File: src/rtl/uart_map.svh
// Register indices, field positions and reset values of the serial port
`ifndef UART_MAP_SVH
`define UART_MAP_SVH

`define IDX_STATUS_CTRL_A   8'hc0
`define IDX_CTRL_B          8'hc1
`define IDX_FRAME_FORMAT_C  8'hc2
`define IDX_BAUD_LOW        8'hc4
`define IDX_BAUD_HIGH       8'hc5
`define IDX_DATA_PORT       8'hc6

`define A_RX_COMPLETE       7
`define A_TX_COMPLETE       6
`define A_TX_EMPTY          5
`define A_FRAME_ERR         4
`define A_OVERRUN           3
`define A_PARITY_ERR        2
`define A_DOUBLE_SPEED      1
`define A_ADDR_FILTER       0

`define B_RXC_IE            7
`define B_TXC_IE            6
`define B_TXE_IE            5
`define B_RX_EN             4
`define B_TX_EN             3
`define B_SIZE_MSB          2
`define B_RX_NINTH          1
`define B_TX_NINTH          0

`define C_PARITY_HI         5
`define C_PARITY_LO         4
`define C_TWO_STOP          3
`define C_SIZE_HI           2
`define C_SIZE_LO           1

`define RST_STATUS_CTRL_A   8'h20
`define RST_CTRL_B          8'h00
`define RST_FRAME_FORMAT_C  8'h06
`define RST_BAUD            12'h000

`define SAMPLES_NORMAL      5'h10
`define SAMPLES_DOUBLE      5'h08

`endif

File: src/rtl/uart_pkg.sv
// Types shared by the serial port design
package uart_pkg;

    typedef struct packed {
        logic [8:0] data;
        logic       frame_err;
        logic       overrun;
        logic       parity_err;
    } rx_entry_s;

    typedef struct packed {
        logic rx_complete;
        logic tx_complete;
        logic tx_empty;
    } irq_req_s;

    typedef enum logic [2:0] {
        RX_IDLE  = 3'b001,
        RX_START = 3'b010,
        RX_BITS  = 3'b100
    } rx_state_e;

    typedef enum logic [1:0] {
        TX_IDLE  = 2'b01,
        TX_SHIFT = 2'b10
    } tx_state_e;

endpackage

File: src/rtl/uart_multiproc_regs.sv
// Serial transceiver with address filtering behind an APB register set
//
// Function
// RULE_01 - With address filter on, data frames are dropped, never buffered.
// RULE_02 - Frame-type bit is first stop bit, or ninth bit in 9-bit mode.
// RULE_03 - Data port write fills transmit buffer; read gives oldest received.
// RULE_04 - Unused upper bits ignored on transmit, read back as zero.
// RULE_05 - Data write while transmit buffer is full is ignored.
// RULE_06 - Enabled transmitter loads idle shifter from buffer, then shifts out.
// RULE_07 - Receive buffer is two deep; a data port read advances it only if data was unread at setup.
// RULE_08 - Receive-complete bit 7 high exactly while unread data exists.
// RULE_09 - Transmit-complete bit 6 sets when idle; clears on ack or write-one.
// RULE_10 - Buffer-empty bit 5 reads one when buffer free; status resets 0x20.
// RULE_11 - Frame error bit 4 shows head character's stop bit was zero.
// RULE_12 - Overrun bit 3 sets when FIFO and shifter full and start arrives.
// RULE_13 - Parity error bit 2 shows head character failed enabled check.
// RULE_14 - Software writes zero to error bit positions of status register.
// RULE_15 - Double speed changes samples per bit from 16 to 8.
// RULE_16 - Each request needs its enable, global enable and its flag.
// RULE_17 - Receiver enable owns input pin; clearing flushes buffer and flags.
// RULE_18 - Transmitter disable waits for shifter and buffer to drain.
// RULE_19 - Software writes ninth bit first and reads ninth bit first.
// RULE_20 - Parity field selects off, reserved, even or odd; checked on receive.
// RULE_21 - Stop select gives one or two transmitted stops; receiver ignores it.
// RULE_22 - Size code gives 5..8 bits, 9 for 111; format resets to 0x06.
// RULE_23 - Twelve-bit divisor; writing low byte reloads the prescaler.
// RULE_24 - Start bit kept by majority of samples 8..10, or 4..6 doubled.
// RULE_25 - Dropped frame leaves flags unchanged and takes no FIFO entry.
`timescale 1ns/1ns
`default_nettype none
`include "uart_map.svh"

module uart_multiproc_regs #(
    parameter int DIV_W = 12
) (
    input  wire logic              pclk,
    input  wire logic              presetn,
    input  wire logic              psel,
    input  wire logic              penable,
    input  wire logic              pwrite,
    input  wire logic [11:0]       paddr,
    input  wire logic [31:0]       pwdata,
    output logic      [31:0]       prdata,
    output logic                   pready,
    output logic                   pslverr,
    input  wire logic              global_irq_enable,
    input  wire logic              tx_complete_ack,
    output uart_pkg::irq_req_s     irq_req,
    input  wire logic              serial_in,
    output logic                   serial_out,
    output logic                   serial_out_en,
    output logic                   serial_in_owned
);
    import uart_pkg::*;

    if (DIV_W < 9 || DIV_W > 12)
    begin : g_chk
        $error("DIV_W must be 9 to 12");
    end

    // Register state
    logic [7:0]       ctrl_a_reg;
    logic [7:0]       ctrl_b_reg;
    logic [7:0]       fmt_c_reg;
    logic [DIV_W-1:0] baud_reg;
    logic [DIV_W-1:0] presc_reg;
    logic             txc_reg;
    logic [31:0]      prdata_reg;
    logic             pop_ok_reg;

    // Bus decode
    wire [9:0] word_idx  = paddr[11:2];
    wire       hit_a     = word_idx == {2'h0, `IDX_STATUS_CTRL_A};
    wire       hit_b     = word_idx == {2'h0, `IDX_CTRL_B};
    wire       hit_c     = word_idx == {2'h0, `IDX_FRAME_FORMAT_C};
    wire       hit_bl    = word_idx == {2'h0, `IDX_BAUD_LOW};
    wire       hit_bh    = word_idx == {2'h0, `IDX_BAUD_HIGH};
    wire       hit_d     = word_idx == {2'h0, `IDX_DATA_PORT};
    wire       hit_any   = hit_a | hit_b | hit_c | hit_bl | hit_bh | hit_d;
    wire       setup     = psel & ~penable;
    wire       access    = psel & penable & hit_any;
    wire       wr        = access & pwrite;
    wire       rd_data   = access & ~pwrite & hit_d;

    assign pready  = 1'b1;
    assign pslverr = psel & penable & ~hit_any;
    assign prdata  = prdata_reg;

    // Frame format decode
    wire [2:0] size_code = {ctrl_b_reg[`B_SIZE_MSB], fmt_c_reg[`C_SIZE_HI:`C_SIZE_LO]};
    wire       nine      = size_code == 3'h7;
    wire [3:0] nbits     = nine ? 4'h9 :
                           size_code[2] ? 4'h8 : {2'b01, size_code[1:0]} + 4'h1;
    wire [8:0] dmask     = 9'h1ff >> (4'h9 - nbits);
    wire       par_en    = fmt_c_reg[`C_PARITY_HI]; // see RULE_20
    wire       par_odd   = fmt_c_reg[`C_PARITY_LO];
    wire       dbl       = ctrl_a_reg[`A_DOUBLE_SPEED];
    wire [4:0] spb       = dbl ? `SAMPLES_DOUBLE : `SAMPLES_NORMAL; // see RULE_15
    wire [4:0] mid       = {1'b0, spb[4:1]};
    wire       filt_on   = ctrl_a_reg[`A_ADDR_FILTER];
    wire       rx_en     = ctrl_b_reg[`B_RX_EN];

    // Sample-rate tick from the divisor
    wire tick = presc_reg == '0;
    always_ff @(posedge pclk or negedge presetn)
    begin
        if (!presetn)
            presc_reg <= '0;
        else if (wr && hit_bl)
            presc_reg <= {baud_reg[DIV_W-1:8], pwdata[7:0]}; // see RULE_23
        else if (tick)
            presc_reg <= baud_reg;
        else
            presc_reg <= presc_reg - 1'b1;
    end

    // Input pin synchroniser, change taken once stages two and three agree
    logic s1_reg, s2_reg, s3_reg, rx_lvl_reg;
    always_ff @(posedge pclk or negedge presetn)
    begin
        if (!presetn)
        begin
            s1_reg     <= 1'b1;
            s2_reg     <= 1'b1;
            s3_reg     <= 1'b1;
            rx_lvl_reg <= 1'b1;
        end
        else
        begin
            s1_reg <= serial_in;
            s2_reg <= s1_reg;
            s3_reg <= s2_reg;
            if (s2_reg == s3_reg)
                rx_lvl_reg <= s3_reg;
        end
    end

    // Receiver
    rx_state_e  rx_st_reg;
    logic [4:0] smp_reg;
    logic [3:0] bit_idx_reg;
    logic [1:0] vote_reg;
    logic [11:0] rx_sr_reg;
    rx_entry_s  fifo_reg [0:1];
    logic       hd_reg;
    logic [1:0] cnt_reg;
    rx_entry_s  hold_reg;
    logic       hold_v_reg;

    wire       cur      = rx_lvl_reg;
    wire       maj      = (vote_reg[1] & vote_reg[0]) | (vote_reg[1] & cur)
                        | (vote_reg[0] & cur);
    wire       in_win   = smp_reg >= mid && smp_reg <= mid + 5'h2;
    wire       decide   = tick && smp_reg == mid + 5'h2;
    wire       bit_end  = tick && smp_reg == spb;
    wire [3:0] last_idx = nbits + {3'h0, par_en};
    wire       start_ok = rx_st_reg == RX_START && decide && !maj; // see RULE_24
    wire       done     = rx_st_reg == RX_BITS && decide && bit_idx_reg == last_idx;

    // Completed frame, taken from the shifter plus the stop decision
    wire [8:0] rx_data  = rx_sr_reg[8:0] & dmask; // see RULE_04
    wire       rx_par   = rx_sr_reg[nbits];
    wire       ftype    = nine ? rx_sr_reg[8] : maj; // see RULE_02
    wire       bad_par  = par_en & ((^rx_data) ^ rx_par ^ par_odd);
    wire       keep     = done & ~(filt_on & ~ftype); // see RULE_01
    rx_entry_s new_ent;
    assign new_ent = '{data: rx_data, frame_err: ~maj, overrun: 1'b0,
                       parity_err: bad_par}; // see RULE_11 see RULE_13

    always_ff @(posedge pclk or negedge presetn)
    begin
        if (!presetn)
        begin
            rx_st_reg   <= RX_IDLE;
            smp_reg     <= '0;
            bit_idx_reg <= '0;
            vote_reg    <= '0;
            rx_sr_reg   <= '0;
        end
        else if (!rx_en)
            rx_st_reg <= RX_IDLE; // see RULE_17
        else if (tick)
        begin
            smp_reg <= smp_reg + 5'h1;
            if (in_win)
                vote_reg <= {vote_reg[0], cur};
            unique case (rx_st_reg)
                RX_IDLE:
                begin
                    smp_reg <= 5'h2;
                    if (!cur)
                        rx_st_reg <= RX_START;
                end
                RX_START:
                begin
                    if (decide && maj)
                        rx_st_reg <= RX_IDLE;
                    else if (bit_end)
                    begin
                        rx_st_reg   <= RX_BITS;
                        smp_reg     <= 5'h1;
                        bit_idx_reg <= '0;
                    end
                end
                RX_BITS:
                begin
                    if (decide)
                        rx_sr_reg[bit_idx_reg] <= maj;
                    if (done)
                        rx_st_reg <= RX_IDLE; // see RULE_21
                    else if (bit_end)
                    begin
                        smp_reg     <= 5'h1;
                        bit_idx_reg <= bit_idx_reg + 4'h1;
                    end
                end
            endcase
        end
    end

    // Two-entry receive FIFO plus the waiting shifter slot
    wire       rxc      = cnt_reg != 2'h0;
    wire       pop      = rd_data & pop_ok_reg & rxc; // see RULE_07
    wire       free     = (cnt_reg != 2'h2) | pop;
    wire       tail     = hd_reg ^ cnt_reg[0];
    wire       push_h   = hold_v_reg & free;
    wire       push_n   = keep & ~hold_v_reg & free; // see RULE_25
    wire       to_hold  = keep & ~push_n & (~hold_v_reg | push_h);
    wire       push     = push_h | push_n;
    wire       ovr      = start_ok & (cnt_reg == 2'h2) & hold_v_reg & ~pop;
    rx_entry_s head;
    assign head = fifo_reg[hd_reg];

    always_ff @(posedge pclk or negedge presetn)
    begin
        if (!presetn)
        begin
            fifo_reg[0] <= '0;
            fifo_reg[1] <= '0;
            hd_reg      <= 1'b0;
            cnt_reg     <= '0;
            hold_reg    <= '0;
            hold_v_reg  <= 1'b0;
        end
        else if (!rx_en)
        begin
            cnt_reg    <= '0; // see RULE_17
            hold_v_reg <= 1'b0;
        end
        else
        begin
            if (push)
                fifo_reg[tail] <= push_h ? hold_reg : new_ent; // see RULE_03
            if (pop)
                hd_reg <= ~hd_reg;
            cnt_reg <= cnt_reg + {1'b0, push} - {1'b0, pop};
            if (to_hold)
            begin
                hold_reg   <= new_ent;
                hold_v_reg <= 1'b1;
            end
            else if (push_h)
                hold_v_reg <= 1'b0;
            else if (ovr)
                hold_reg.overrun <= 1'b1; // see RULE_12
        end
    end

    // Transmitter
    tx_state_e   tx_st_reg;
    logic [8:0]  tx_buf_reg;
    logic        tx_full_reg;
    logic [12:0] tx_sr_reg;
    logic [3:0]  tx_left_reg;
    logic [4:0]  tx_smp_reg;
    logic        tx_on_reg;

    wire        udre     = ~tx_full_reg; // see RULE_10
    wire        tx_load  = tx_on_reg & tx_full_reg & (tx_st_reg == TX_IDLE);
    wire        tx_bit   = tick && tx_smp_reg == spb - 5'h1;
    wire        tx_last  = tx_st_reg == TX_SHIFT && tx_bit && tx_left_reg == 4'h1;
    wire [8:0]  tx_d     = tx_buf_reg & dmask;
    wire        tx_par   = (^tx_d) ^ par_odd;
    wire [3:0]  tx_len   = 4'h2 + nbits + {3'h0, par_en}
                         + {3'h0, fmt_c_reg[`C_TWO_STOP]}; // see RULE_21
    logic [12:0] frame;
    always_comb
    begin
        frame = 13'h1fff;
        frame[0] = 1'b0;
        frame[9:1] = tx_d | ~dmask;
        if (par_en)
            frame[nbits + 4'h1] = tx_par; // see RULE_20
    end

    always_ff @(posedge pclk or negedge presetn)
    begin
        if (!presetn)
        begin
            tx_st_reg   <= TX_IDLE;
            tx_buf_reg  <= '0;
            tx_full_reg <= 1'b0;
            tx_sr_reg   <= 13'h1fff;
            tx_left_reg <= '0;
            tx_smp_reg  <= '0;
            tx_on_reg   <= 1'b0;
        end
        else
        begin
            if (ctrl_b_reg[`B_TX_EN])
                tx_on_reg <= 1'b1;
            else if (tx_st_reg == TX_IDLE && !tx_full_reg)
                tx_on_reg <= 1'b0; // see RULE_18
            if (wr && hit_d && udre)
            begin
                tx_buf_reg  <= {ctrl_b_reg[`B_TX_NINTH], pwdata[7:0]} & dmask; // see RULE_05
                tx_full_reg <= 1'b1;
            end
            else if (tx_load)
                tx_full_reg <= 1'b0;
            unique case (tx_st_reg)
                TX_IDLE:
                    if (tx_load)
                    begin
                        tx_st_reg   <= TX_SHIFT; // see RULE_06
                        tx_sr_reg   <= frame;
                        tx_left_reg <= tx_len;
                        tx_smp_reg  <= '0;
                    end
                TX_SHIFT:
                    if (tick)
                    begin
                        tx_smp_reg <= tx_bit ? 5'h0 : tx_smp_reg + 5'h1;
                        if (tx_bit)
                        begin
                            tx_sr_reg   <= {1'b1, tx_sr_reg[12:1]};
                            tx_left_reg <= tx_left_reg - 4'h1;
                            if (tx_last)
                                tx_st_reg <= TX_IDLE;
                        end
                    end
            endcase
        end
    end

    // Transmit complete: setting beats a clear in the same cycle
    wire txc_set = tx_last & ~tx_full_reg;
    wire txc_clr = tx_complete_ack | (wr & hit_a & pwdata[`A_TX_COMPLETE]);
    always_ff @(posedge pclk or negedge presetn)
    begin
        if (!presetn)
            txc_reg <= 1'b0;
        else if (txc_set)
            txc_reg <= 1'b1; // see RULE_09
        else if (txc_clr)
            txc_reg <= 1'b0;
    end

    assign serial_out      = tx_st_reg == TX_SHIFT ? tx_sr_reg[0] : 1'b1;
    assign serial_out_en   = tx_on_reg; // see RULE_18
    assign serial_in_owned = rx_en; // see RULE_17

    // Status read view
    wire [7:0] stat_a = {rxc, txc_reg, udre, head.frame_err & rxc,
                         head.overrun & rxc, head.parity_err & rxc,
                         ctrl_a_reg[1:0]}; // see RULE_08 see RULE_11 see RULE_13
    wire [7:0] stat_b = {ctrl_b_reg[7:2], head.data[8] & rxc, ctrl_b_reg[0]};
    wire [7:0] rd_mux = hit_a  ? stat_a :
                        hit_b  ? stat_b :
                        hit_c  ? fmt_c_reg :
                        hit_bl ? baud_reg[7:0] :
                        hit_bh ? {{(16-DIV_W){1'b0}}, baud_reg[DIV_W-1:8]} :
                        hit_d  ? (rxc ? head.data[7:0] : 8'h00) : 8'h00;

    assign irq_req.rx_complete = ctrl_b_reg[`B_RXC_IE] & global_irq_enable & rxc; // see RULE_16
    assign irq_req.tx_complete = ctrl_b_reg[`B_TXC_IE] & global_irq_enable & txc_reg; // see RULE_16
    assign irq_req.tx_empty    = ctrl_b_reg[`B_TXE_IE] & global_irq_enable & udre; // see RULE_16

    // Register writes and read capture
    always_ff @(posedge pclk or negedge presetn)
    begin
        if (!presetn)
        begin
            ctrl_a_reg <= `RST_STATUS_CTRL_A & 8'h03;
            ctrl_b_reg <= `RST_CTRL_B;
            fmt_c_reg  <= `RST_FRAME_FORMAT_C; // see RULE_22
            baud_reg   <= DIV_W'(`RST_BAUD);
            prdata_reg <= '0;
            pop_ok_reg <= 1'b0;
        end
        else
        begin
            if (setup)
            begin
                prdata_reg <= {24'h0, rd_mux};
                pop_ok_reg <= rxc;
            end
            if (wr && hit_a)
                ctrl_a_reg <= {6'h0, pwdata[1:0]}; // see RULE_14
            if (wr && hit_b)
                ctrl_b_reg <= {pwdata[7:2], 1'b0, pwdata[0]};
            if (wr && hit_c)
                fmt_c_reg <= {2'h0, pwdata[5:1], 1'b0};
            if (wr && hit_bl)
                baud_reg[7:0] <= pwdata[7:0];
            if (wr && hit_bh)
                baud_reg[DIV_W-1:8] <= pwdata[DIV_W-9:0];
        end
    end

endmodule
`default_nettype wire

File: config.mk
export PLATFORM = sky130hd
export DESIGN_NAME = uart_multiproc_regs
export DESIGN_NICKNAME = d
export VERILOG_FILES = /design/src/rtl/uart_pkg.sv /design/src/rtl/uart_multiproc_regs.sv
export VERILOG_INCLUDE_DIRS = /design/src /design/src/rtl
export SDC_FILE = /design/constraint.sdc
export NUM_CORES = 1
export LEC_CHECK = 0
export ABC_AREA = 0
export BUFFER_PORTS_ARGS = -buffer_cell sky130_fd_sc_hd__buf_2
export CAP_MARGIN = 20
export CELL_PAD_IN_SITES_DETAIL_PLACEMENT = 0
export CELL_PAD_IN_SITES_GLOBAL_PLACEMENT = 2
export CORE_ASPECT_RATIO = 2
export CORE_MARGIN = 2
export CORE_UTILIZATION = 25
export CTS_BUF_LIST = sky130_fd_sc_hd__clkbuf_4 sky130_fd_sc_hd__clkbuf_8 sky130_fd_sc_hd__clkbuf_16
export CTS_CLUSTER_SIZE = 24
export DETAILED_ROUTE_END_ITERATION = 6
export PLACE_DENSITY_LB_ADDON = 0.1
export SYNTH_ARGS = -nofsm -noshare
export SYNTH_HDL_FRONTEND = slang
export SYNTH_SLANG_ARGS = --single-unit
export TNS_END_PERCENT = 30
File: constraint.sdc
create_clock -name pclk -period 4.7 [get_ports pclk]
set_input_delay 0.705 -clock pclk [delete_from_list [all_inputs] [get_ports pclk]]
set_output_delay 0.705 -clock pclk [all_outputs]
set_load 0.005 [all_outputs]
==> flow_summary_export.csv <==
group,metric,value,unit
clock_tree,cts_num_sinks,153,
routing,drtPass1Iterations,4,
clock_tree,cts_tree,"yes",
clock_tree,cts_inserted_buffers,17,
clock_tree,cts_resized,0,
floorplanning,dieWidth,136,µm
synth,ys.flop_type,"dfrtp_1",
pwr,powerDensity,278,nW/µm²
synth,synth-edff-count,0,
setup_path,timing.rr.start,"fmt_c_reg[2]",
setup_path,cp-end-kind,"register",
routing,via_count,6637,
sta,rsz0062_at_grt,"no",
synth,syn_area_per_cell,9.55,µm²
pwr,p_sw,0.658,mW
status,status,"complete, no violations",
clock_tree,postCtsHoldBufs,0,
placed_design,dp_hpwl,22.4,mm
floorplanning,dieArea,36700,µm²
setup_path,path_class,"register to register",
setup_path,cp_common_cell,"ha_1",
sta,slew_headroom,0.403,
sta,tightest_slew,0.887,ns
synth,synth_area,8760,µm²
cells_and_area,drive_gt1_frac,0.201,
floorplanning,start_util,0.252,
pwr,p_int,2.12,mW
sta,fmax,0.250,GHz
synth,async_flop_share,1.00,
synth,synth.distinct_cells,87,
routing,vias_per_cell,4.69,
clock_tree,cts.htree.levels,4,
global_route,grt_pass1_vias,6791,
setup_path,start_kind,"register",
clock_tree,clockRootBuffer,"clkbuf_16",
cells_and_area,final_common_cell,"nand2_1",
sta,setup_viol,0,
pwr,leakagePower,4.43,nW
worst_hold_path,hold_class,"input port to async pin",
setup_path,crit_path_max_fanout,6,
synth,seq_area_frac_synth,0.440,
pwr,p_sw_frac,0.237,
floorplanning,dieHeight,269,µm
placed_design,portBuffers,40,
global_route,grt_usage,0.169,
setup_path,critPathSlowestCell,"dfstp_2",
sta,drv_slew,0,
sta,fin_tns_setup,0,ns
cells_and_area,antenna_cells,0,
clock_tree,clk_latency,0.45,ns
global_route,antenna_found_initial,0,
routing,drt_iter0_drc,267,
sta,setup_ws,0.692,ns
global_route,grt_max_degree,84,
cells_and_area,mostFrequentLayoutCells,"nand2_1 (148), dfrtp_1 (132), o21ai_0 (89)",
cells_and_area,nets,1035,
pwr,clkPwrFrac,0.492,
clock_tree,cts_setup_buffers,0,
setup_path,cp_data_required_time,5.04,ns
setup_path,crit_start,"fmt_c_reg[2]",
setup_path,crit_arrival,4.35,ns
pwr,combPwrFrac,0.029,
placed_design,routabilityCongestion,0.744,
synth,yosysTopAreaCell,"dfrtp_1",
clock_tree,path_clk_slew,0.07,ns
synth,ys_warn_count,0,
synth,synthCells,918,
setup_path,critPathMaxStageDelay,0.58,ns
pwr,seq_power_share,0.479,
floorplanning,core_region_area,34800,µm²
sta,min_period_over_period,0.853,
routing,ant_nets,0,
global_route,grt_overflow,0,
global_route,grt_pass1_wl,44.5,mm
pwr,peakVddDrop,262,µV
setup_path,critical_path.top_delay_family,"adder cells",
sta,fin_crit,4.01,ns
placed_design,dpl_worst_slack,0.619,ns
routing,wirelength,29.3,mm
cells_and_area,largest_reg_flops,24,
sta,hold_viol,0,
synth,synth_area_leaders,"dfrtp_1 (38%), nand2_1 (6.3%), dfstp_2 (6.3%)",
cells_and_area,syn_to_final_growth,14.1,%
clock_tree,clock_path_buffers,2,
floorplanning,ioPinCount,92,
routing,post-route-drc-count,0,
run,drv_cap,0,
setup_path,worstPathCellList,"ha_1 -> nor2_1 -> a21oi_1 -> ha_1 -> ha_1 -> xor2_1 -> a211o_1 -> a2111o_1 -> nor3_4 -> o21ai_0 -> ha_1 -> inv_1 -> ha_1 -> xnor2_1 -> xnor2_1 -> and2_1",
setup_path,worst-path-buf-inv,1,
sta,fin_worst_skew,0.0135,ns
floorplanning,rows,97,
synth,ys_ff_latch,153,
routing,wl_per_cell,20.7,µm
synth,synth.top_cell.area_share,0.377,
-- routing by layer --
metal / up-vias / track usage / part of all wire
met5: - / 0 / 0
met4: 0 / 0.0566 / 0.017
met3: 22 / 0.0220 / 0.018
met2: 94 / 0.331 / 0.58
met1: 3273 / 0.182 / 0.39
li1: 3248 / - / -
-- power by group through the flow --
| stage | clock network (mW) | registers [mW] | logic, mW |
|---|---|---|---|
| 2_1_floorplan | 0 | 1.35 | 0.0398 |
| 3_3_place_gp | 0 | 1.35 | 0.0856 |
| 3_5_place_dp | 0 | 1.35 | 0.0850 |
| 4_1_cts | 1.42 | 1.33 | 0.0854 |
| 5_1_grt | 1.46 | 1.33 | 0.0934 |
| 6_report | 1.37 | 1.33 | 0.0812 |
-- area by class of cell --
class                   count  area (µm²)
clock buffers              23         483
clock inverters             9        76.3
fillers                  3682       24800
inverters                  32         120
multi-input cells         690        4510
flip-flops and latches    153        3850
well taps                 445         557
repair buffers             64         399
-- synth_stat cells (5+ instances only) --
cell type,number
nand2_1,148
dfrtp_1,132
o21ai_0,89
nor2_1,51
mux2_2,48
a21oi_1,34
inv_1,32
clkbuf_1,30
buf_4,26
xnor2_1,25
ha_1,24
nand3_1,24
dfstp_2,21
nor3_1,21
nand2b_1,14
mux2i_1,13
nor2b_1,10
xor2_1,9
mux2_4,8
and2_1,7
and3_1,7
buf_2,7
nor4_1,7
o31ai_1,7
a211oi_1,6
nand3b_1,6
nand4_1,6
or3_1,6
a22oi_1,5
o22ai_1,5
-- kinds of logic after synthesis --
logic type               synth area share
AND/OR/NAND/NOR                     0.194
AO/OA/AOI/OAI                       0.135
flip-flops                          0.440
buffers and inverters              0.0558
multiplexers                       0.0928
XOR/XNOR                           0.0418
adder cells (fa/ha/maj)            0.0400
other                            0.000857
-- stage by stage --
step	hold slack [ns]	std cells	util	area, µm²	power, mW
final	0.293	1416	0.287	10000	2.78
after global placement	0.348	1384	0.271	9440	1.44
after global routing	0.343	1416	0.287	10000	2.88
after floorplan	0.345	941	-	8850	1.39
after detailed placement	0.353	1384	0.271	9440	1.44
after CTS	0.331	1416	0.287	10000	2.83
-- worst paths after layout --
kind | to | slack [ns] | depth (start not counted)
min in group pclk | s2_reg | 0.36 | 0
worst max register to register | cnt_reg[1] | 0.69 | 16
worst max-delay path | cnt_reg[1] | 0.69 | 16
worst min-delay path | presc_reg[0] | 0.29 | 1
max in group asynchronous | tx_sr_reg[12] | 3.40 | 2
worst min register to register | s2_reg | 0.36 | 0
No activity file was read; power rests on OpenSTA's default activity.
